[src/rtl/ovsp_pkg.sv]
package ovsp_pkg;

  // register map, byte addresses on the slave port
  localparam logic [3:0] REG_CMD    = 4'h0;
  localparam logic [3:0] REG_CTRL   = 4'h4;
  localparam logic [3:0] REG_STATUS = 4'h8;
  localparam int         CTRL_EXT_BIT = 0;
  localparam logic       CTRL_EXT_RST = 1'b0;

  // single-byte command opcodes
  localparam logic [7:0] CMD_STD_MASK = 8'hf8;
  localparam logic [7:0] CMD_STD_OP   = 8'h48;
  localparam logic [7:0] CMD_OSC_MASK = 8'hfd;
  localparam logic [7:0] CMD_OSC_OP   = 8'h50;
  localparam int         OSC_BIT      = 1;

  // two-byte commands, keyed on the upper nibble of the first byte
  localparam logic [3:0] CMD_POS_HI  = 4'h8;
  localparam logic [3:0] CMD_ADDR_HI = 4'ha;
  localparam int         POS_H_LSB   = 0;
  localparam int         POS_V_LSB   = 6;
  localparam int         ADR_LINE_LSB = 0;
  localparam int         ADR_COL_LSB  = 4;
  localparam logic [4:0] MAX_COL  = 5'h17;
  localparam logic [3:0] MAX_LINE = 4'hb;

  // timing in dot clocks or scan lines
  localparam logic [4:0] HSTART_BASE_DOTS = 5'h10;
  localparam logic [3:0] HSTEP_DOTS       = 4'hc;
  localparam logic [3:0] VSTEP_LINES      = 4'h9;
  localparam logic [8:0] LINES_525        = 9'h107;
  localparam logic [8:0] LINES_625        = 9'h138;
  localparam logic [9:0] LINE_DOTS        = 10'h280;
  localparam logic [8:0] VSEP_MIN_DOTS    = 9'h0c8;
  localparam logic [11:0] REF_TIMEOUT_DOTS = 12'h800;

  typedef enum logic [2:0] {
    STD_NTSC  = 3'h0,
    STD_PAL   = 3'h1,
    STD_PALM  = 3'h2,
    STD_SECAM = 3'h3,
    STD_PALN  = 3'h4
  } ovsp_std_t;

  typedef enum logic {
    OSC_X4      = 1'b0,
    OSC_CRYSTAL = 1'b1
  } ovsp_osc_t;

  typedef struct packed {
    ovsp_std_t  std;
    ovsp_osc_t  osc;
    logic [4:0] hstartStepField;
    logic [4:0] vstartStepField;
    logic [4:0] writeColAddr;
    logic [3:0] writeLineAddr;
  } ovsp_cfg_t;

  localparam ovsp_cfg_t CFG_RST = '{STD_NTSC, OSC_X4, 5'h00, 5'h00,
                                    5'h00, 4'h0};

  typedef struct packed {
    logic [5:0] pad;
    logic       pending;
    logic       refValid;
    logic       extMode;
    logic [3:0] writeLineAddr;
    logic [4:0] writeColAddr;
    logic [4:0] vstartStepField;
    logic [4:0] hstartStepField;
    ovsp_osc_t  osc;
    ovsp_std_t  std;
  } ovsp_status_t;

  function automatic logic [9:0] ovsp_step(input logic [4:0] n,
                                           input logic [3:0] unit,
                                           input logic [4:0] base);
    // widen before the product so no step is lost to a narrow multiply
    ovsp_step = 10'(n) * 10'(unit) + 10'(base);
  endfunction

endpackage

[src/rtl/ovsp_cmd_top.sv]
// Operation
// - command 01001xxx sets the video standard; codes above PAL-N rejected
// - SECAM selection produces internal timing identical to PAL
// - external mode with SECAM routes the SECAM subcarrier input out
// - command 010100x0 bit 1 picks x4 multiplier or 4fsc crystal
// - x4 mode: divided LC clock compared with reference, error driven out
// - internal scan is non-interlaced, every field the same length
// - internal field: 263 lines NTSC/PAL-M, 312 lines PAL/PAL-N
// - position and address commands are taken as one two-byte unit
// - horizontal start is 16 dots plus 12 dots per step after hsync
// - vertical start is 9 lines per step after vsync
// - internal mode positions from the internal sync generator
// - external mode positions from sync separated out of composite sync
// - column field 5 bits, valid 0 to 23
// - line field 4 bits, valid 0 to 11
// - external mode without composite sync gives no reference, no display
`timescale 1ns/100ps
module ovsp_cmd_top (
  // clock and reset
  input  wire logic             sys_clk,
  input  wire logic             rst_b,
  // avalon-mm slave
  input  wire logic [3:0]       avs_address,
  input  wire logic             avs_read,
  input  wire logic             avs_write,
  input  wire logic [31:0]      avs_writedata,
  output logic [31:0]           avs_readdata,
  output logic                  avs_waitrequest,
  // pins
  input  wire logic             compositeSyncIn,
  input  wire logic             subcarrierRefIn,
  input  wire logic             lc4fscIn,
  input  wire logic             secamSubcarrierIn,
  output logic                  phaseErrorOut,
  output logic                  subcarrierOut,
  // timing to the display path
  output logic                  hRefOut,
  output logic                  vRefOut,
  output logic                  displayStartOut,
  output logic                  refValidOut,
  output ovsp_pkg::ovsp_cfg_t   cfgOut
);
  import ovsp_pkg::*;

  typedef enum logic {
    CMD_IDLE   = 1'b0,
    CMD_SECOND = 1'b1
  } ovsp_cmd_st_t;

  ovsp_cmd_st_t cmdSt_q;
  ovsp_cfg_t    cfg_q;
  logic         extMode_q;
  logic [7:0]   firstByte_q;
  logic         waitReq_q;
  logic [31:0]  rdata_q;
  logic         cmdStrobe;
  logic         ctrlStrobe;
  logic [7:0]   cmdByte;
  logic [15:0]  cmdWord;
  logic [1:0]   csync_q;
  logic [1:0]   fsc_q;
  logic [1:0]   lc_q;
  logic [1:0]   secam_q;
  logic         lcPrev_q;
  logic [1:0]   div_q;
  logic         phaseErr_q;
  logic         subcar_q;
  logic [9:0]   intHcnt_q;
  logic [8:0]   intLine_q;
  logic [8:0]   linesPerField;
  logic         intH;
  logic         intV;
  logic         sepH;
  logic         sepV;
  logic         hRef_q;
  logic         vRef_q;
  logic [9:0]   hpos_q;
  logic [8:0]   vline_q;
  logic [9:0]   hstart;
  logic [9:0]   vstart;
  logic         dispH_q;
  logic         dispV_q;
  logic         dispStart_q;
  logic [11:0]  refAge_q;
  logic         refValid_q;
  ovsp_status_t status;

  function automatic logic [8:0] field_lines(input ovsp_std_t s);
    unique case (s)
      STD_NTSC, STD_PALM: field_lines = LINES_525;
      default:            field_lines = LINES_625;
    endcase
  endfunction

  // slave answers one cycle after the request is first seen
  assign cmdStrobe  = avs_write && !waitReq_q && (avs_address == REG_CMD);
  assign ctrlStrobe = avs_write && !waitReq_q && (avs_address == REG_CTRL);
  assign cmdByte    = avs_writedata[7:0];
  assign cmdWord    = {firstByte_q, cmdByte};

  always_ff @(posedge sys_clk or negedge rst_b) begin
    if (!rst_b) begin
      waitReq_q <= 1'b1;
    end else if (waitReq_q) begin
      waitReq_q <= !(avs_read || avs_write);
    end else begin
      waitReq_q <= 1'b1;
    end
  end

  always_comb begin
    status = '0;
    status.std             = cfg_q.std;
    status.osc             = cfg_q.osc;
    status.hstartStepField = cfg_q.hstartStepField;
    status.vstartStepField = cfg_q.vstartStepField;
    status.writeColAddr    = cfg_q.writeColAddr;
    status.writeLineAddr   = cfg_q.writeLineAddr;
    status.extMode         = extMode_q;
    status.refValid        = refValid_q;
    status.pending         = (cmdSt_q == CMD_SECOND);
  end

  // unmapped and write-only offsets read as zero
  always_ff @(posedge sys_clk or negedge rst_b) begin
    if (!rst_b) begin
      rdata_q <= 32'h0000_0000;
    end else if (avs_read && waitReq_q) begin
      unique case (avs_address)
        REG_CTRL:   rdata_q <= {31'h0000_0000, extMode_q};
        REG_STATUS: rdata_q <= status;
        default:    rdata_q <= 32'h0000_0000;
      endcase
    end
  end

  always_ff @(posedge sys_clk or negedge rst_b) begin
    if (!rst_b) begin
      extMode_q <= CTRL_EXT_RST;
    end else if (ctrlStrobe) begin
      extMode_q <= avs_writedata[CTRL_EXT_BIT];
    end
  end

  // any byte after a two-byte opener is its second half
  always_ff @(posedge sys_clk or negedge rst_b) begin
    if (!rst_b) begin
      cmdSt_q     <= CMD_IDLE;
      firstByte_q <= 8'h00;
    end else if (cmdStrobe) begin
      unique case (cmdSt_q)
        CMD_IDLE: begin
          if (cmdByte[7:4] == CMD_POS_HI || cmdByte[7:4] == CMD_ADDR_HI) begin
            cmdSt_q     <= CMD_SECOND;
            firstByte_q <= cmdByte;
          end
        end
        CMD_SECOND: cmdSt_q <= CMD_IDLE;
      endcase
    end
  end

  always_ff @(posedge sys_clk or negedge rst_b) begin
    if (!rst_b) begin
      cfg_q <= CFG_RST;
    end else if (cmdStrobe && cmdSt_q == CMD_SECOND) begin
      if (firstByte_q[7:4] == CMD_POS_HI) begin
        cfg_q.hstartStepField <= cmdWord[POS_H_LSB +: 5];
        cfg_q.vstartStepField <= cmdWord[POS_V_LSB +: 5];
      end else if (cmdWord[ADR_COL_LSB +: 5] <= MAX_COL &&
                   cmdWord[ADR_LINE_LSB +: 4] <= MAX_LINE) begin
        cfg_q.writeColAddr  <= cmdWord[ADR_COL_LSB +: 5];
        cfg_q.writeLineAddr <= cmdWord[ADR_LINE_LSB +: 4];
      end
    end else if (cmdStrobe) begin
      if ((cmdByte & CMD_STD_MASK) == CMD_STD_OP &&
          cmdByte[2:0] <= STD_PALN) begin
        cfg_q.std <= ovsp_std_t'(cmdByte[2:0]);
      end
      if ((cmdByte & CMD_OSC_MASK) == CMD_OSC_OP) begin
        cfg_q.osc <= ovsp_osc_t'(cmdByte[OSC_BIT]);
      end
    end
  end

  // pin synchronisers
  always_ff @(posedge sys_clk or negedge rst_b) begin
    if (!rst_b) begin
      csync_q <= 2'h3;
      fsc_q   <= 2'h0;
      lc_q    <= 2'h0;
      secam_q <= 2'h0;
    end else begin
      csync_q <= {csync_q[0], compositeSyncIn};
      fsc_q   <= {fsc_q[0], subcarrierRefIn};
      lc_q    <= {lc_q[0], lc4fscIn};
      secam_q <= {secam_q[0], secamSubcarrierIn};
    end
  end

  always_ff @(posedge sys_clk or negedge rst_b) begin
    if (!rst_b) begin
      lcPrev_q <= 1'b0;
      div_q    <= 2'h0;
    end else begin
      lcPrev_q <= lc_q[1];
      if (lc_q[1] && !lcPrev_q) begin
        div_q <= div_q + 2'h1;
      end
    end
  end

  // xor detector; its duty cycle is the phase error
  always_ff @(posedge sys_clk or negedge rst_b) begin
    if (!rst_b) begin
      phaseErr_q <= 1'b0;
    end else if (cfg_q.osc == OSC_X4) begin
      phaseErr_q <= div_q[1] ^ fsc_q[1];
    end else begin
      phaseErr_q <= 1'b0;
    end
  end

  always_ff @(posedge sys_clk or negedge rst_b) begin
    if (!rst_b) begin
      subcar_q <= 1'b0;
    end else if (extMode_q && cfg_q.std == STD_SECAM) begin
      subcar_q <= secam_q[1];
    end else begin
      subcar_q <= div_q[1];
    end
  end

  // internal generator: same count every field, no half line
  assign linesPerField = field_lines(cfg_q.std);
  assign intH = (intHcnt_q == 10'h000);
  assign intV = intH && (intLine_q == 9'h000);

  always_ff @(posedge sys_clk or negedge rst_b) begin
    if (!rst_b) begin
      intHcnt_q <= 10'h000;
      intLine_q <= 9'h000;
    end else if (intHcnt_q == LINE_DOTS - 10'h001) begin
      intHcnt_q <= 10'h000;
      if (intLine_q >= linesPerField - 9'h001) begin
        intLine_q <= 9'h000;
      end else begin
        intLine_q <= intLine_q + 9'h001;
      end
    end else begin
      intHcnt_q <= intHcnt_q + 10'h001;
    end
  end

  ovsp_sync_sep u_sep (
    .sys_clk (sys_clk),
    .rst_b   (rst_b),
    .csyncS  (csync_q[1]),
    .hEdge   (sepH),
    .vEdge   (sepV)
  );

  always_ff @(posedge sys_clk or negedge rst_b) begin
    if (!rst_b) begin
      hRef_q <= 1'b0;
      vRef_q <= 1'b0;
    end else if (extMode_q) begin
      hRef_q <= sepH;
      vRef_q <= sepV;
    end else begin
      hRef_q <= intH;
      vRef_q <= intV;
    end
  end

  assign hstart = ovsp_step(cfg_q.hstartStepField, HSTEP_DOTS,
                            HSTART_BASE_DOTS);
  assign vstart = ovsp_step(cfg_q.vstartStepField, VSTEP_LINES, 5'h00);

  always_ff @(posedge sys_clk or negedge rst_b) begin
    if (!rst_b) begin
      hpos_q  <= 10'h000;
      vline_q <= 9'h000;
    end else begin
      if (hRef_q) begin
        hpos_q <= 10'h000;
      end else if (hpos_q != 10'h3ff) begin
        hpos_q <= hpos_q + 10'h001;
      end
      if (vRef_q) begin
        vline_q <= 9'h000;
      end else if (hRef_q && vline_q != 9'h1ff) begin
        vline_q <= vline_q + 9'h001;
      end
    end
  end

  always_ff @(posedge sys_clk or negedge rst_b) begin
    if (!rst_b) begin
      dispH_q     <= 1'b0;
      dispV_q     <= 1'b0;
      dispStart_q <= 1'b0;
    end else begin
      // hstart never below 16; no wrap once hpos saturates
      dispH_q     <= !hRef_q && (hpos_q >= hstart - 10'h001);
      dispV_q     <= !vRef_q && ({1'b0, vline_q} >= vstart);
      dispStart_q <= dispH_q && dispV_q && refValid_q;
    end
  end

  // in external mode, losing composite sync drops the reference and with it the display
  always_ff @(posedge sys_clk or negedge rst_b) begin
    if (!rst_b) begin
      refAge_q   <= 12'h000;
      refValid_q <= 1'b0;
    end else begin
      if (hRef_q) begin
        refAge_q <= 12'h000;
      end else if (refAge_q != REF_TIMEOUT_DOTS) begin
        refAge_q <= refAge_q + 12'h001;
      end
      refValid_q <= (refAge_q != REF_TIMEOUT_DOTS);
    end
  end

  assign avs_waitrequest = waitReq_q;
  assign avs_readdata    = rdata_q;
  assign phaseErrorOut   = phaseErr_q;
  assign subcarrierOut   = subcar_q;
  assign hRefOut         = hRef_q;
  assign vRefOut         = vRef_q;
  assign displayStartOut = dispStart_q;
  assign refValidOut     = refValid_q;
  assign cfgOut          = cfg_q;

  property p_std_set;
    @(posedge sys_clk) disable iff (!rst_b)
    cmdStrobe && cmdSt_q == CMD_IDLE &&
    (cmdByte & CMD_STD_MASK) == CMD_STD_OP && cmdByte[2:0] <= 3'h4
    |=> cfg_q.std == $past(cmdByte[2:0]);
  endproperty
  a_std_set: assert property (p_std_set)
    else $error("standard code not taken");

  property p_std_hold;
    @(posedge sys_clk) disable iff (!rst_b)
    cmdStrobe && cmdSt_q == CMD_IDLE &&
    (cmdByte & CMD_STD_MASK) == CMD_STD_OP && cmdByte[2:0] > 3'h4
    |=> $stable(cfg_q.std);
  endproperty
  a_std_hold: assert property (p_std_hold)
    else $error("prohibited standard code changed setting");

  property p_secam_pal;
    @(posedge sys_clk) disable iff (!rst_b)
    cfg_q.std == STD_SECAM || cfg_q.std == STD_PAL
    |-> linesPerField == 9'd312;
  endproperty
  a_secam_pal: assert property (p_secam_pal)
    else $error("SECAM or PAL field length wrong");

  property p_secam_sub;
    @(posedge sys_clk) disable iff (!rst_b)
    extMode_q && cfg_q.std == STD_SECAM |=> subcar_q == $past(secam_q[1]);
  endproperty
  a_secam_sub: assert property (p_secam_sub)
    else $error("SECAM subcarrier not routed");

  property p_osc_set;
    @(posedge sys_clk) disable iff (!rst_b)
    cmdStrobe && cmdSt_q == CMD_IDLE && (cmdByte & CMD_OSC_MASK) == CMD_OSC_OP
    |=> cfg_q.osc == $past(cmdByte[1]);
  endproperty
  a_osc_set: assert property (p_osc_set)
    else $error("oscillation method not taken");

  property p_phase;
    @(posedge sys_clk) disable iff (!rst_b)
    cfg_q.osc == OSC_X4 |=> phaseErr_q == $past(div_q[1] ^ fsc_q[1]);
  endproperty
  a_phase: assert property (p_phase)
    else $error("phase error output wrong");

  property p_field_wrap;
    @(posedge sys_clk) disable iff (!rst_b)
    intLine_q == linesPerField - 9'd1 && intHcnt_q == LINE_DOTS - 10'd1
    |=> intLine_q == 9'd0 && intHcnt_q == 10'd0;
  endproperty
  a_field_wrap: assert property (p_field_wrap)
    else $error("internal field length wrong");

  property p_pair;
    @(posedge sys_clk) disable iff (!rst_b)
    cmdStrobe && cmdSt_q == CMD_SECOND |=> cmdSt_q == CMD_IDLE;
  endproperty
  a_pair: assert property (p_pair)
    else $error("second byte not closing the command");

  property p_addr_hold;
    @(posedge sys_clk) disable iff (!rst_b)
    cmdStrobe && cmdSt_q == CMD_SECOND && firstByte_q[7:4] == CMD_ADDR_HI &&
    (cmdWord[8:4] > 5'd23 || cmdWord[3:0] > 4'd11)
    |=> $stable(cfg_q.writeColAddr) && $stable(cfg_q.writeLineAddr);
  endproperty
  a_addr_hold: assert property (p_addr_hold)
    else $error("out-of-range write address taken");

  property p_hstart_gap;
    @(posedge sys_clk) disable iff (!rst_b)
    hRef_q |=> !dispH_q [*8];
  endproperty
  a_hstart_gap: assert property (p_hstart_gap)
    else $error("horizontal start too early after hsync");

  property p_vstart;
    @(posedge sys_clk) disable iff (!rst_b)
    vRef_q && cfg_q.vstartStepField != 5'd0 |=> !dispV_q [*2];
  endproperty
  a_vstart: assert property (p_vstart)
    else $error("vertical start at vsync with nonzero step");

  property p_ref_src;
    @(posedge sys_clk) disable iff (!rst_b)
    (extMode_q ? sepH : intH) |=> hRef_q;
  endproperty
  a_ref_src: assert property (p_ref_src)
    else $error("hsync reference from wrong source");

  property p_no_ref;
    @(posedge sys_clk) disable iff (!rst_b)
    !refValid_q |=> !dispStart_q;
  endproperty
  a_no_ref: assert property (p_no_ref)
    else $error("display started without reference");

endmodule

[src/rtl/ovsp_sync_sep.sv]
`timescale 1ns/100ps
module ovsp_sync_sep (
  // clock and reset
  input  wire logic sys_clk,
  input  wire logic rst_b,
  // synchronised composite sync, low-going pulses
  input  wire logic csyncS,
  // separated references, one-cycle pulses
  output logic      hEdge,
  output logic      vEdge
);
  import ovsp_pkg::*;

  logic       prev_q;
  logic [8:0] lowCnt_q;
  logic       longSeen_q;
  logic       rise;

  assign rise = csyncS && !prev_q;

  always_ff @(posedge sys_clk or negedge rst_b) begin
    if (!rst_b) begin
      prev_q <= 1'b1;
    end else begin
      prev_q <= csyncS;
    end
  end

  // low-width counter saturates so broad pulses stay classified
  always_ff @(posedge sys_clk or negedge rst_b) begin
    if (!rst_b) begin
      lowCnt_q <= 9'h000;
    end else if (csyncS) begin
      lowCnt_q <= 9'h000;
    end else if (lowCnt_q != 9'h1ff) begin
      lowCnt_q <= lowCnt_q + 9'h001;
    end
  end

  // only the first broad pulse of a vertical interval marks vsync
  always_ff @(posedge sys_clk or negedge rst_b) begin
    if (!rst_b) begin
      hEdge      <= 1'b0;
      vEdge      <= 1'b0;
      longSeen_q <= 1'b0;
    end else begin
      hEdge <= rise && (lowCnt_q < VSEP_MIN_DOTS);
      vEdge <= rise && (lowCnt_q >= VSEP_MIN_DOTS) && !longSeen_q;
      if (rise) begin
        longSeen_q <= (lowCnt_q >= VSEP_MIN_DOTS);
      end
    end
  end

endmodule

[config.mk]
export PLATFORM = sky130hd
export DESIGN_NAME = ovsp_cmd_top
export DESIGN_NICKNAME = d
export VERILOG_FILES = /design/src/rtl/ovsp_pkg.sv /design/src/rtl/ovsp_cmd_top.sv /design/src/rtl/ovsp_sync_sep.sv
export SDC_FILE = /design/constraint.sdc
export NUM_CORES = 1
export LEC_CHECK = 0
export ABC_AREA = 0
export BUFFER_PORTS_ARGS = -buffer_cell sky130_fd_sc_hd__buf_2
export CAP_MARGIN = 30
export CORE_ASPECT_RATIO = 0.75
export CORE_MARGIN = 1
export CORE_UTILIZATION = 35
export CTS_CLUSTER_DIAMETER = 100
export DETAILED_ROUTE_END_ITERATION = 7
export PLACE_DENSITY = 0.54
export SYNTH_ARGS = -nofsm -noshare
export SYNTH_HDL_FRONTEND = slang
export SYNTH_SLANG_ARGS = --single-unit
[constraint.sdc]
create_clock -name sys_clk -period 8.35 [get_ports sys_clk]
set_clock_uncertainty 0.15 [all_clocks]
set_input_delay 0.835 -clock sys_clk [delete_from_list [all_inputs] [get_ports sys_clk]]
set_output_delay 0.835 -clock sys_clk [all_outputs]
set_load 0.03 [all_outputs]
==> results of run 1 <==
==> power by group <==
group | internal [uW] | switching [uW]
combinational | 100 | 125
sequential | 749 | 66.8
clock | 500 | 295
total | 1350 | 486
==> worst max-delay path, delay by kind of cell (launching register included) <==
kind	cells	cell delay, ns
buffers and inverters	1	0.05
DFF	1	0.53
adders and majority gates	3	1.01
and+or+nand+nor	2	0.45
AOI/OAI and AO/OA	6	1.27
==> kinds of logic after synthesis <==
kind of cell | Yosys count | share of synthesized area (%)
simple gates | 203 | 15.8
flops | 141 | 51.5
compound gates | 90 | 9.64
xor+xnor | 48 | 6.13
buf+inv | 47 | 2.94
fa+ha+maj | 45 | 8.43
mux | 34 | 5.49
other cells | 1 | 0.0547
==> synth_stat cells (all sizes together), types with 5 or more instances <==
cell type	number
nand2	23
xor2	26
nand4	8
xnor2	22
and3	19
mux2i	5
clkbuf	12
nand2b	18
buf	8
a21oi	17
inv	27
nand3	20
o21ai	15
nor2b	8
nor3	14
or3	7
o2bb2ai	6
mux2	29
nor4b	8
dfrtp	137
a22o	26
ha	43
nor2	61
==> area by class of cell <==
cell class | instances | area (um2)
clock inverter | 14 | 193
timing repair buffer | 78 | 404
tap | 247 | 309
clock buffer | 18 | 429
inverter | 27 | 101
fill | 1789 | 10700
multi-input combinational | 426 | 3140
sequential | 141 | 3530
==> layer usage <==
metal / vias to the layer above / wire, um / track usage (%)
li1: 2305 / - / -
met1: 2386 / 7420 / 22.6
met2: 95 / 6590 / 23.9
met3: 13 / 714 / 4.63
met4: 0 / 122 / 4.46
met5: - / 0 / 0
==> stage by stage <==
step / utilization, % / instances / setup WS (ns)
6_report: 43.1 / 951 / 4.79
5_1_grt: 43.1 / 951 / 4.56
4_1_cts: 43.1 / 951 / 4.76
3_5_place_dp: 39.8 / 919 / 4.79
3_3_place_gp: 39.8 / 919 / 4.80
2_1_floorplan: - / 614 / 4.92
==> state kept, by name, indices dropped and copies added (netlist names), 2 cells and up <==
signal          flops
firstByte_q         7
fsc_q               2
csync_q             2
cfgOut             23
intHcnt_q          10
u_sep.lowCnt_q      9
vline_q             9
refAge_q           12
hpos_q             10
div_q               2
avs_readdata       26
secam_q             2
lc_q                2
intLine_q           9
==> worst max path at each step <==
stage	from	end	slack [ns]
floorplan	cfgOut[14]	dispH_q	4.92
global placement	cfgOut[14]	dispH_q	4.80
detailed placement	cfgOut[14]	dispH_q	4.79
CTS	cfgOut[14]	dispH_q	4.76
global route	cfgOut[14]	dispH_q	4.56
finish	cfgOut[14]	dispH_q	4.79
==> results by group, run 1 <==
Route
  • Number of search-and-repair iterations in the first detailed-routing pass: 4
  • Vias after detailed routing: 4799
  • DRC marker count from the first detailed-route iteration: between 200 and 300
  • Post-route ant nets: 0
  • Drt total wl: about 15000 um
  • Average wire length per cell after detail routing: 15.6 um
  • # DRC: 0
  • Via density: roughly 5.0

Logic synthesis
  • Largest area contributor in the netlist: sky130_fd_sc_hd__dfrtp_1
  • Count of flip-flops with a built-in enable after synthesis: 0
  • Mean cell area of the mapped netlist: 11.3 um2
  • Register bit total from synthesis: 141
  • Async set-or-reset flop fraction in the synthesized netlist: 100%
  • Synth area leaders: sky130_fd_sc_hd__dfrtp_1 (50%), sky130_fd_sc_hd__ha_1 (7.8%), sky130_fd_sc_hd__mux2_2 (4.8%), sky130_fd_sc_hd__nor2_1 (3.3%), sky130_fd_sc_hd__a22o_1 (3.3%)
  • Sequential area share after synthesis: 51.5%
  • Library cells used by synthesis: 55
  • Yosys warns: 0
  • Post-synthesis instance total: between 600 and 700
  • Top-area cell type share of the netlist area: between 50% and 60%
  • Most instantiated flip-flop cell in the synthesis netlist: sky130_fd_sc_hd__dfrtp_1
  • Area of the mapped netlist: 0.00686 mm2

Critical path
  • Req. time, crit path: about 8.5 ns
  • Slowest library cell on the worst path: sky130_fd_sc_hd__dfrtp_1
  • Endpoint of the lowest-slack register-to-register path: dispH_q
  • Critical path cell sequence: ha_1, inv_1, fa_1, or3_1, a2111o_1, a211o_1, a21boi_0, nor3_1, ha_1, o221ai_1, a21o_1, a211oi_1
  • Count of cells along the worst register-to-register path: 12
  • Stage delay of the slowest cell on the critical path: approximately 0.53 ns
  • Source of the worst register-to-register timing path: cfgOut[14]
  • Kind of critical path: reg -> reg
  • Top cell by count, worst path: sky130_fd_sc_hd__ha_1
  • Crit path max fanout: 8
  • Critical Path AT: approximately 3.7 ns
  • Setup slack, reg-to-reg: ~4.8 ns
  • Worst setup SP type: register
  • Critical path capture point type: register

Final layout
  • Most common library cell in the layout ignoring fill and taps: sky130_fd_sc_hd__dfrtp_1
  • Share of final-layout standard cells stronger than drive strength 1: about a fifth
  • Area added between synthesis and finish: 18.3%
  • Final instance area: about 0.0081 mm2
  • Count of inserted antenna diode cells: 0
  • Most used cells in the layout excluding fill and tap cells: sky130_fd_sc_hd__dfrtp_1 (137), sky130_fd_sc_hd__buf_2 (74), sky130_fd_sc_hd__nor2_1 (60)
  • Net count reported at finish: a little under 800

Pwr
  • Pwr dens: around 230 mW/mm2
  • VDD IR max: ~0.11 mV
  • Final Total Pwr: about 1800 uW
  • Leakage dissipation: between 0.003 and 0.004 uW

Worst hold path
  • Depth of the worst hold-timing path: 0
  • Endpoint with the worst hold slack: lc_q[1]
  • Hold Path Origin: lc_q[0]
  • Type of the tightest min-delay check: reg -> reg

Global route
  • Global-route wire length before repair: 24600 um
  • Vias in the first global route: around 4700
  • Global router's overall resource usage: around 16%
  • Aggregate global routing overflow: 0
  • Number of antenna violations at the first check in global routing: 0
  • Pin count of the biggest net entering global routing: a little under 90

STA
  • Post-layout min period: 3.56 ns
  • Max-slew headroom at the worst pin: 39.2%
  • Hold_ws: 0.199 ns
  • Total Negative Setup Slacks: 0 ns
  • Final hold viol count: 0
  • Final critical-path share of the clock period: roughly 43%
  • Final setup vio count: 0
  • Measured slew at the worst slew-check pin: between 0.9 and 1 ns
  • Maximum operating frequency: approximately 280 MHz
  • Final-report max-slew violation count: 0
  • Unrepaired setup endpoints after global routing: false

CTS
  • Maximum clock insertion buffer count: 2
  • CTS root buf: sky130_fd_sc_hd__clkbuf_16
  • TritonCTS clock tree: built
  • Total of cells resized after clock tree synthesis: 0
  • Num CTS Buffers: 17
  • Sink Count: between 100 and 150
  • Count of hold-fix buffers inserted at cts: 0
  • Post-CTS setup-driven buffer insertion count: 0
  • CTS HTree Levels: 4
  • Clock latency at the later pin of the worst-skew pair: 0.42 ns
  • Clock-pin transition on the worst setup and hold timing paths: approximately 0.060 ns

Placement
  • Total placed instance area: ~0.0075 mm2
  • Count of port buffers added during placement: 75
  • Detailed placement HPWL: just over 10000 um
  • Final Wtd Congestion: 0.794

Floorplanning
  • Die width: around 160 um
  • Placeable core area: approximately 0.019 mm2
  • Number of top-level design ports: ~110
  • Std-Cell Rows: 43
  • Initial core utilization: between 30% and 40%
  • Die Area: 0.0202 mm2
  • Die outline height: approximately 120 um

Outcome
  • Result of the run: complete, no violations

Flow run
  • Max_cap viols: 0
Power figures use the tool's default switching activity.
==> inputs of run 2 (changes only) <==
--- a/config.mk
+++ b/config.mk
@@ -5,7 +5,7 @@
 export SDC_FILE = /design/constraint.sdc
 export NUM_CORES = 1
 export LEC_CHECK = 0
-export ABC_AREA = 0
+export ABC_AREA = 1
 export BUFFER_PORTS_ARGS = -buffer_cell sky130_fd_sc_hd__buf_2
 export CAP_MARGIN = 30
 export CORE_ASPECT_RATIO = 0.75
@@ -13,7 +13,7 @@
 export CORE_UTILIZATION = 35
 export CTS_CLUSTER_DIAMETER = 100
 export DETAILED_ROUTE_END_ITERATION = 7
-export PLACE_DENSITY = 0.54
+export PLACE_DENSITY = 0.55
 export SYNTH_ARGS = -nofsm -noshare
 export SYNTH_HDL_FRONTEND = slang
 export SYNTH_SLANG_ARGS = --single-unit
==> constraint.sdc (replaced) <==
create_clock -name sys_clk -period 3.1 [get_ports sys_clk]
set_clock_uncertainty 0.15 [all_clocks]
set_input_delay 0.31 -clock sys_clk [delete_from_list [all_inputs] [get_ports sys_clk]]
set_output_delay 0.31 -clock sys_clk [all_outputs]
set_load 0.03 [all_outputs]
==> run 2 against run 1 <==
Sequential power increased to 2.7 times the previous value. Clock power increased to 2.7 times the previous value. Largest cell class unchanged. Non-clock buffer count increased by 14. Register-to-register slack got worse by 4.5 ns.
==> results by group, run 2 <==
Floorplanning
  • Placeable core area: between 0.02 and 0.025 mm2
  • Die outline height: roughly 130 um
  • Die Area: 0.0217 mm2
  • Number of top-level design ports: 106
  • Initial core utilization: a little over a third
  • Die width: roughly 170 um
  • Std-Cell Rows: 45

Logic synthesis
  • Most common cell in the netlist: sky130_fd_sc_hd__nand2_1
  • Most instantiated flip-flop cell in the synthesis netlist: sky130_fd_sc_hd__dfrtp_1
  • Count of flip-flops with a built-in enable after synthesis: 0
  • Yosys warns: 0
  • List of most frequent post-synthesis cells: sky130_fd_sc_hd__nand2_1 (199), sky130_fd_sc_hd__dfrtp_1 (137), sky130_fd_sc_hd__inv_1 (116)
  • Top-area cell type share of the netlist area: around 46%
  • Mean cell area of the mapped netlist: 8.50 um2
  • Area of the mapped netlist: 0.00739 mm2
  • Register bit total from synthesis: 141
  • Largest area contributor in the netlist: sky130_fd_sc_hd__dfrtp_1
  • Synth area leaders: sky130_fd_sc_hd__dfrtp_1 (46%), sky130_fd_sc_hd__nand2_1 (10%), sky130_fd_sc_hd__ha_1 (7.3%), sky130_fd_sc_hd__inv_1 (5.9%), sky130_fd_sc_hd__nand3_1 (4.9%)
  • Sequential area share after synthesis: between 40% and 50%
  • Library cells used by synthesis: 43
  • Async set-or-reset flop fraction in the synthesized netlist: between 90% and 100%
  • Post-synthesis instance total: slightly below 900

Route
  • Post-route ant nets: 0
  • DRC marker count from the first detailed-route iteration: ~370
  • # DRC: 0
  • Drt total wl: roughly 17000 um
  • Average wire length per cell after detail routing: between 10 and 15 um
  • Number of search-and-repair iterations in the first detailed-routing pass: 5
  • Vias after detailed routing: 5862
  • Via density: approximately 4.7

Global route
  • Pin count of the biggest net entering global routing: 72
  • Aggregate global routing overflow: 0
  • Number of antenna violations at the first check in global routing: 0
  • Global-route wire length before repair: ~28000 um
  • Vias in the first global route: 5478
  • Global router's overall resource usage: 16.6%

Placement
  • Placement Setup Slack: between 0.3 and 0.4 ns
  • Count of port buffers added during placement: 75
  • Detailed placement HPWL: approximately 12000 um
  • Final Wtd Congestion: ~0.84

Critical path
  • Crit path max fanout: 5
  • Req. time, crit path: between 3 and 4 ns
  • Critical Path AT: approximately 3.0 ns
  • Critical path capture point type: register
  • Kind of critical path: reg -> reg
  • Worst setup SP type: register

Final layout
  • Most common library cell in the layout ignoring fill and taps: sky130_fd_sc_hd__nand2_1
  • Net count reported at finish: 1051
  • Share of final-layout standard cells stronger than drive strength 1: 15.3%
  • Count of inserted antenna diode cells: 0
  • Fill cell instance count of the final layout: 2058
  • Area added between synthesis and finish: 19.0%
  • Max FFs per register: 26
  • Most used cells in the layout excluding fill and tap cells: sky130_fd_sc_hd__nand2_1 (199), sky130_fd_sc_hd__dfrtp_1 (137), sky130_fd_sc_hd__inv_1 (116)

CTS
  • Clock-pin transition on the worst setup and hold timing paths: 0.06 ns
  • CTS root buf: sky130_fd_sc_hd__clkbuf_16
  • TritonCTS clock tree: built
  • Maximum clock insertion buffer count: 2
  • Num CTS Buffers: 17
  • Sink Count: about 140
  • Clock latency at the later pin of the worst-skew pair: around 0.43 ns
  • CTS HTree Levels: 4

Pwr
  • Leakage dissipation: ~0.0045 uW
  • VDD IR max: approximately 0.38 mV
  • Pwr dens: 585 mW/mm2

STA
  • Measured slew at the worst slew-check pin: 0.676 ns
  • Total Negative Setup Slacks: 0 ns
  • Max-slew headroom at the worst pin: between 50 and 60%
  • Post-layout min period: around 2.8 ns
  • Final worst setup slack: about 0.29 ns
  • Hold_ws: between 0.03 and 0.04 ns
  • Final setup vio count: 0
  • Maximum operating frequency: 356 MHz
  • Final hold viol count: 0
  • Final-report max-slew violation count: 0
  • Final critical-path share of the clock period: approximately 90%
  • Unrepaired setup endpoints after global routing: false

Worst hold path
  • Type of the tightest min-delay check: in -> reg

Outcome
  • Result of the run: complete, no violations

Flow run
  • Max_cap viols: 0
==> run 2: critical path: stages, from the launching register on <==
cell,delay (ns)
sky130_fd_sc_hd__dfrtp_1,0.43
sky130_fd_sc_hd__ha_1,0.22
sky130_fd_sc_hd__inv_1,0.07
sky130_fd_sc_hd__fa_1,0.47
sky130_fd_sc_hd__o21bai_1,0.22
sky130_fd_sc_hd__nor2_1,0.16
sky130_fd_sc_hd__nand2_1,0.09
sky130_fd_sc_hd__xor2_1,0.15
sky130_fd_sc_hd__ha_1,0.29
sky130_fd_sc_hd__a21oi_1,0.15
sky130_fd_sc_hd__o21a_1,0.12
sky130_fd_sc_hd__nand3_1,0.08
sky130_fd_sc_hd__nand2_1,0.06
sky130_fd_sc_hd__inv_1,0.05
==> run 2: through the flow <==
step	instance area, um2	std cells	power, uW	utilization, %
floorplan	7410	874	2800	-
global placement	8050	1214	3020	39.4
detailed placement	8050	1214	3040	39.4
CTS	8780	1257	5200	43.0
global route	8790	1257	5430	43.0
finish	8790	1257	5140	43.0
==> run 2: power breakdown <==
group / total [uW] / switching [uW] / internal (uW)
clock network: 2130 / 783 / 1350
registers: 2220 / 185 / 2040
logic: 789 / 492 / 297
total: 5140 / 1460 / 3680
==> run 2: cells by family after synthesis <==
kind of cell	count (synthesis)	synth area share [%]
compound gates	124	9.67
xor+xnor	16	1.90
fa+ha+maj	45	7.82
buf+inv	141	7.98
flops	141	47.8
other cells	1	0.0508
simple gates	401	24.8
==> run 2: path summary, 6_finish.rpt <==
path                                  start               to  slack (ns)  cells after the start
max                              cfgOut[15]          dispH_q        0.29                     13
min                        avs_writedata[4]        cfgOut[4]        0.04                      3
max reg2reg                      cfgOut[15]          dispH_q        0.29                     13
min reg2reg                        fsc_q[0]         fsc_q[1]        0.20                      0
max in group asynchronous             rst_b  avs_waitrequest        1.72                      3
min in group asynchronous             rst_b      refAge_q[0]        0.33                      2
==> run 2: per-layer routing <==
metal / track usage [%] / part of all wire (%)
met2: 23.9 / 42
met3: 4.57 / 4.9
met4: 3.82 / 0.96
met1: 24.6 / 53
met5: 0 / 0
==> run 2: area by class of cell <==
type,instances,area [um2],area share (%)
clock buffers,22,484,5.51
clock inverters,10,136,1.55
inverters,118,443,5.04
multi-input cells,592,3290,37.4
flip-flops and latches,141,3530,40.2
well taps,282,353,4.01
repair buffers,92,549,6.25
==> run 2: timing repair <==
item | 4_1_cts | 5_1_grt
endpoints found under the hold margin | 77 | 0
hold buffers | 11 | 0
setup endpoints to repair | 0 | 1
resized for setup | 0 | 1
setup buffers | 0 | 0
==> inputs of run 3 (changes only) <==
--- a/config.mk
+++ b/config.mk
@@ -13,7 +13,8 @@
 export CORE_UTILIZATION = 35
 export CTS_CLUSTER_DIAMETER = 100
 export DETAILED_ROUTE_END_ITERATION = 7
-export PLACE_DENSITY = 0.55
+export PLACE_DENSITY = 0.53
+export REMOVE_ABC_BUFFERS = 1
 export SYNTH_ARGS = -nofsm -noshare
 export SYNTH_HDL_FRONTEND = slang
 export SYNTH_SLANG_ARGS = --single-unit
==> run 3 against run 2 <==
Count of clock-buffer cells in the layout fell by 3. Hold slack worse by 0.023 ns. Sequential cell count is the same. Largest cell class unchanged. Largest power group unchanged. Register-to-register slack about the same. Cell count about the same. Critical path depth up 2. Clock power about the same. Sequential power hardly changed. Core utilization about the same.
==> results by group, run 3 (same netlist as run 2, synthesis figures left out) <==
Worst hold path
  • Hold Path Origin: avs_writedata[3]
  • Type of the tightest min-delay check: in -> reg
  • Depth of the worst hold-timing path: 3
  • Endpoint with the worst hold slack: cfgOut[3]

STA
  • Final critical-path share of the clock period: 90.5%
  • Total Negative Setup Slacks: 0 ns
  • Final setup vio count: 0
  • Final-report max-slew violation count: 0
  • Unrepaired setup endpoints after global routing: false
  • Measured slew at the worst slew-check pin: 0.695 ns
  • Post-layout min period: around 2.8 ns
  • Max-slew headroom at the worst pin: between 50% and 60%
  • Maximum operating frequency: approximately 360 MHz
  • Final hold viol count: 0

Pwr
  • Final Total Pwr: roughly 5100 uW
  • Pwr dens: roughly 580 mW/mm2
  • VDD IR max: roughly 0.27 mV
  • Leakage dissipation: 0.00450 uW

Route
  • Via density: ~4.6
  • Average wire length per cell after detail routing: about 13 um
  • Post-route ant nets: 0
  • Vias after detailed routing: just under 6000
  • DRC marker count from the first detailed-route iteration: ~400
  • Drt total wl: 16900 um
  • Number of search-and-repair iterations in the first detailed-routing pass: 4
  • # DRC: 0

Critical path
  • Worst setup SP type: register
  • Setup slack, reg-to-reg: 0.29 ns
  • Timing startpoint of the critical path: cfgOut[15]
  • Crit path max fanout: 5
  • Req. time, crit path: between 3 and 4 ns
  • Source of the worst register-to-register timing path: cfgOut[15]
  • Critical Path AT: between 3 and 4 ns
  • Kind of critical path: reg -> reg
  • Endpoint of the lowest-slack register-to-register path: dispH_q
  • Critical path capture point type: register
  • Count of cells along the worst register-to-register path: 15

Final layout
  • Net count reported at finish: roughly 1100
  • Most common library cell in the layout ignoring fill and taps: sky130_fd_sc_hd__nand2_1
  • Area added between synthesis and finish: 18.8%
  • Fin cells: about 1300
  • Final instance area: between 0.008 and 0.009 mm2
  • Most used cells in the layout excluding fill and tap cells: sky130_fd_sc_hd__nand2_1 (199), sky130_fd_sc_hd__dfrtp_1 (137), sky130_fd_sc_hd__inv_1 (116)
  • Max FFs per register: 26
  • Count of inserted antenna diode cells: 0
  • Fill cell instance count of the final layout: between 2000 and 2500
  • Share of final-layout standard cells stronger than drive strength 1: between 15 and 20%

CTS
  • CTS HTree Levels: 4
  • Clock-pin transition on the worst setup and hold timing paths: approximately 0.060 ns
  • Num CTS Buffers: 17
  • Clock latency at the later pin of the worst-skew pair: 0.42 ns
  • Post-CTS setup-driven buffer insertion count: 0
  • Maximum clock insertion buffer count: 2
  • TritonCTS clock tree: built
  • Total of cells resized after clock tree synthesis: 0
  • CTS root buf: sky130_fd_sc_hd__clkbuf_16
  • Sink Count: ~140

Flow run
  • Max_cap viols: 0

Floorplanning
  • Number of top-level design ports: approximately 110
  • Die Area: 0.0217 mm2
  • Std-Cell Rows: 45
  • Initial core utilization: between 30% and 40%
  • Placeable core area: roughly 0.02 mm2
  • Die outline height: ~130 um
  • Die width: 170 um

Placement
  • Detailed placement HPWL: around 12000 um
  • Count of port buffers added during placement: 75
  • Total placed instance area: 0.00806 mm2
  • Final Wtd Congestion: between 0.8 and 0.9
  • Total placed cells including tap cells: 1215

Global route
  • Aggregate global routing overflow: 0
  • Global-route wire length before repair: between 20000 and 30000 um
  • Global router's overall resource usage: 16.6%
  • Vias in the first global route: approximately 5400
  • Number of antenna violations at the first check in global routing: 0
  • Pin count of the biggest net entering global routing: 61

Outcome
  • Result of the run: complete, no violations
==> run 3: cell count changes in the layout (fill, tap and decap cells not counted), sizes merged <==
cell    previous run  this run
buf               81        82
clkinv             4         6
clkbuf            22        19
inv              118       119
==> run 3: worst max-delay path by stage <==
| stage | slack (ns) | depth (start not counted) | to |
|---|---|---|---|
| after floorplan | 0.27 | 13 | dispH_q |
| after global placement | 0.37 | 15 | dispH_q |
| after detailed placement | 0.32 | 15 | dispH_q |
| after CTS | 0.29 | 15 | dispH_q |
| after global routing | 0.05 | 15 | dispH_q |
| final | 0.29 | 15 | dispH_q |
==> run 3: routing by layer <==
metal	global-route usage, %	wire [um]	vias up
met5	0	0	-
met4	5.72	224	0
met3	2.96	622	18
met2	23.3	6860	104
met1	25.3	9230	2652
li1	-	-	3025
==> run 3: power by group <==
| part | internal [uW] | switching (uW) |
|---|---|---|
| logic | 299 | 507 |
| registers | 2040 | 173 |
| clock network | 1290 | 816 |
==> run 3: layout make-up <==
| type | instances | area [um2] | share of cell area, % |
|---|---|---|---|
| Multi-Input combinational cell | 592 | 3280 | 37.4 |
| Inverter | 118 | 443 | 5.04 |
| Clock inverter | 13 | 166 | 1.90 |
| Timing Repair Buffer | 93 | 557 | 6.34 |
| Tap cell | 282 | 353 | 4.02 |
| Clock buffer | 19 | 443 | 5.04 |
| Sequential cell | 141 | 3530 | 40.2 |
==> run 3: worst max-delay path, cell delays in order (launching register included) <==
cell and delay (ns):
sky130_fd_sc_hd__dfrtp_1 0.41, sky130_fd_sc_hd__ha_1 0.19, sky130_fd_sc_hd__inv_1 0.06, sky130_fd_sc_hd__fa_1 0.40, sky130_fd_sc_hd__xor2_1 0.19, sky130_fd_sc_hd__nor3_1 0.33, sky130_fd_sc_hd__nand3_1 0.12, sky130_fd_sc_hd__nand2_1 0.08
sky130_fd_sc_hd__nand2_1 0.05, sky130_fd_sc_hd__ha_1 0.26, sky130_fd_sc_hd__nand2_1 0.06, sky130_fd_sc_hd__nor2_1 0.14, sky130_fd_sc_hd__nand3_1 0.10, sky130_fd_sc_hd__nand3_1 0.09, sky130_fd_sc_hd__nand2_1 0.05, sky130_fd_sc_hd__inv_1 0.06
==> run 3: repair_timing <==
action                                 CTS  global route
setup endpoints to repair                0             0
hold buffers                            11             0
endpoints found under the hold margin   61             0
==> run 3: stage by stage <==
step / setup WS [ns] / util, % / hold slack (ns)
CTS: 0.286 / 43.0 / 0.00143
finish: 0.294 / 43.0 / 0.0145
global placement: 0.366 / 39.4 / 0.165
floorplan: 0.269 / - / -0.136
detailed placement: 0.319 / 39.4 / 0.167
global route: 0.0452 / 43.0 / 0.0409
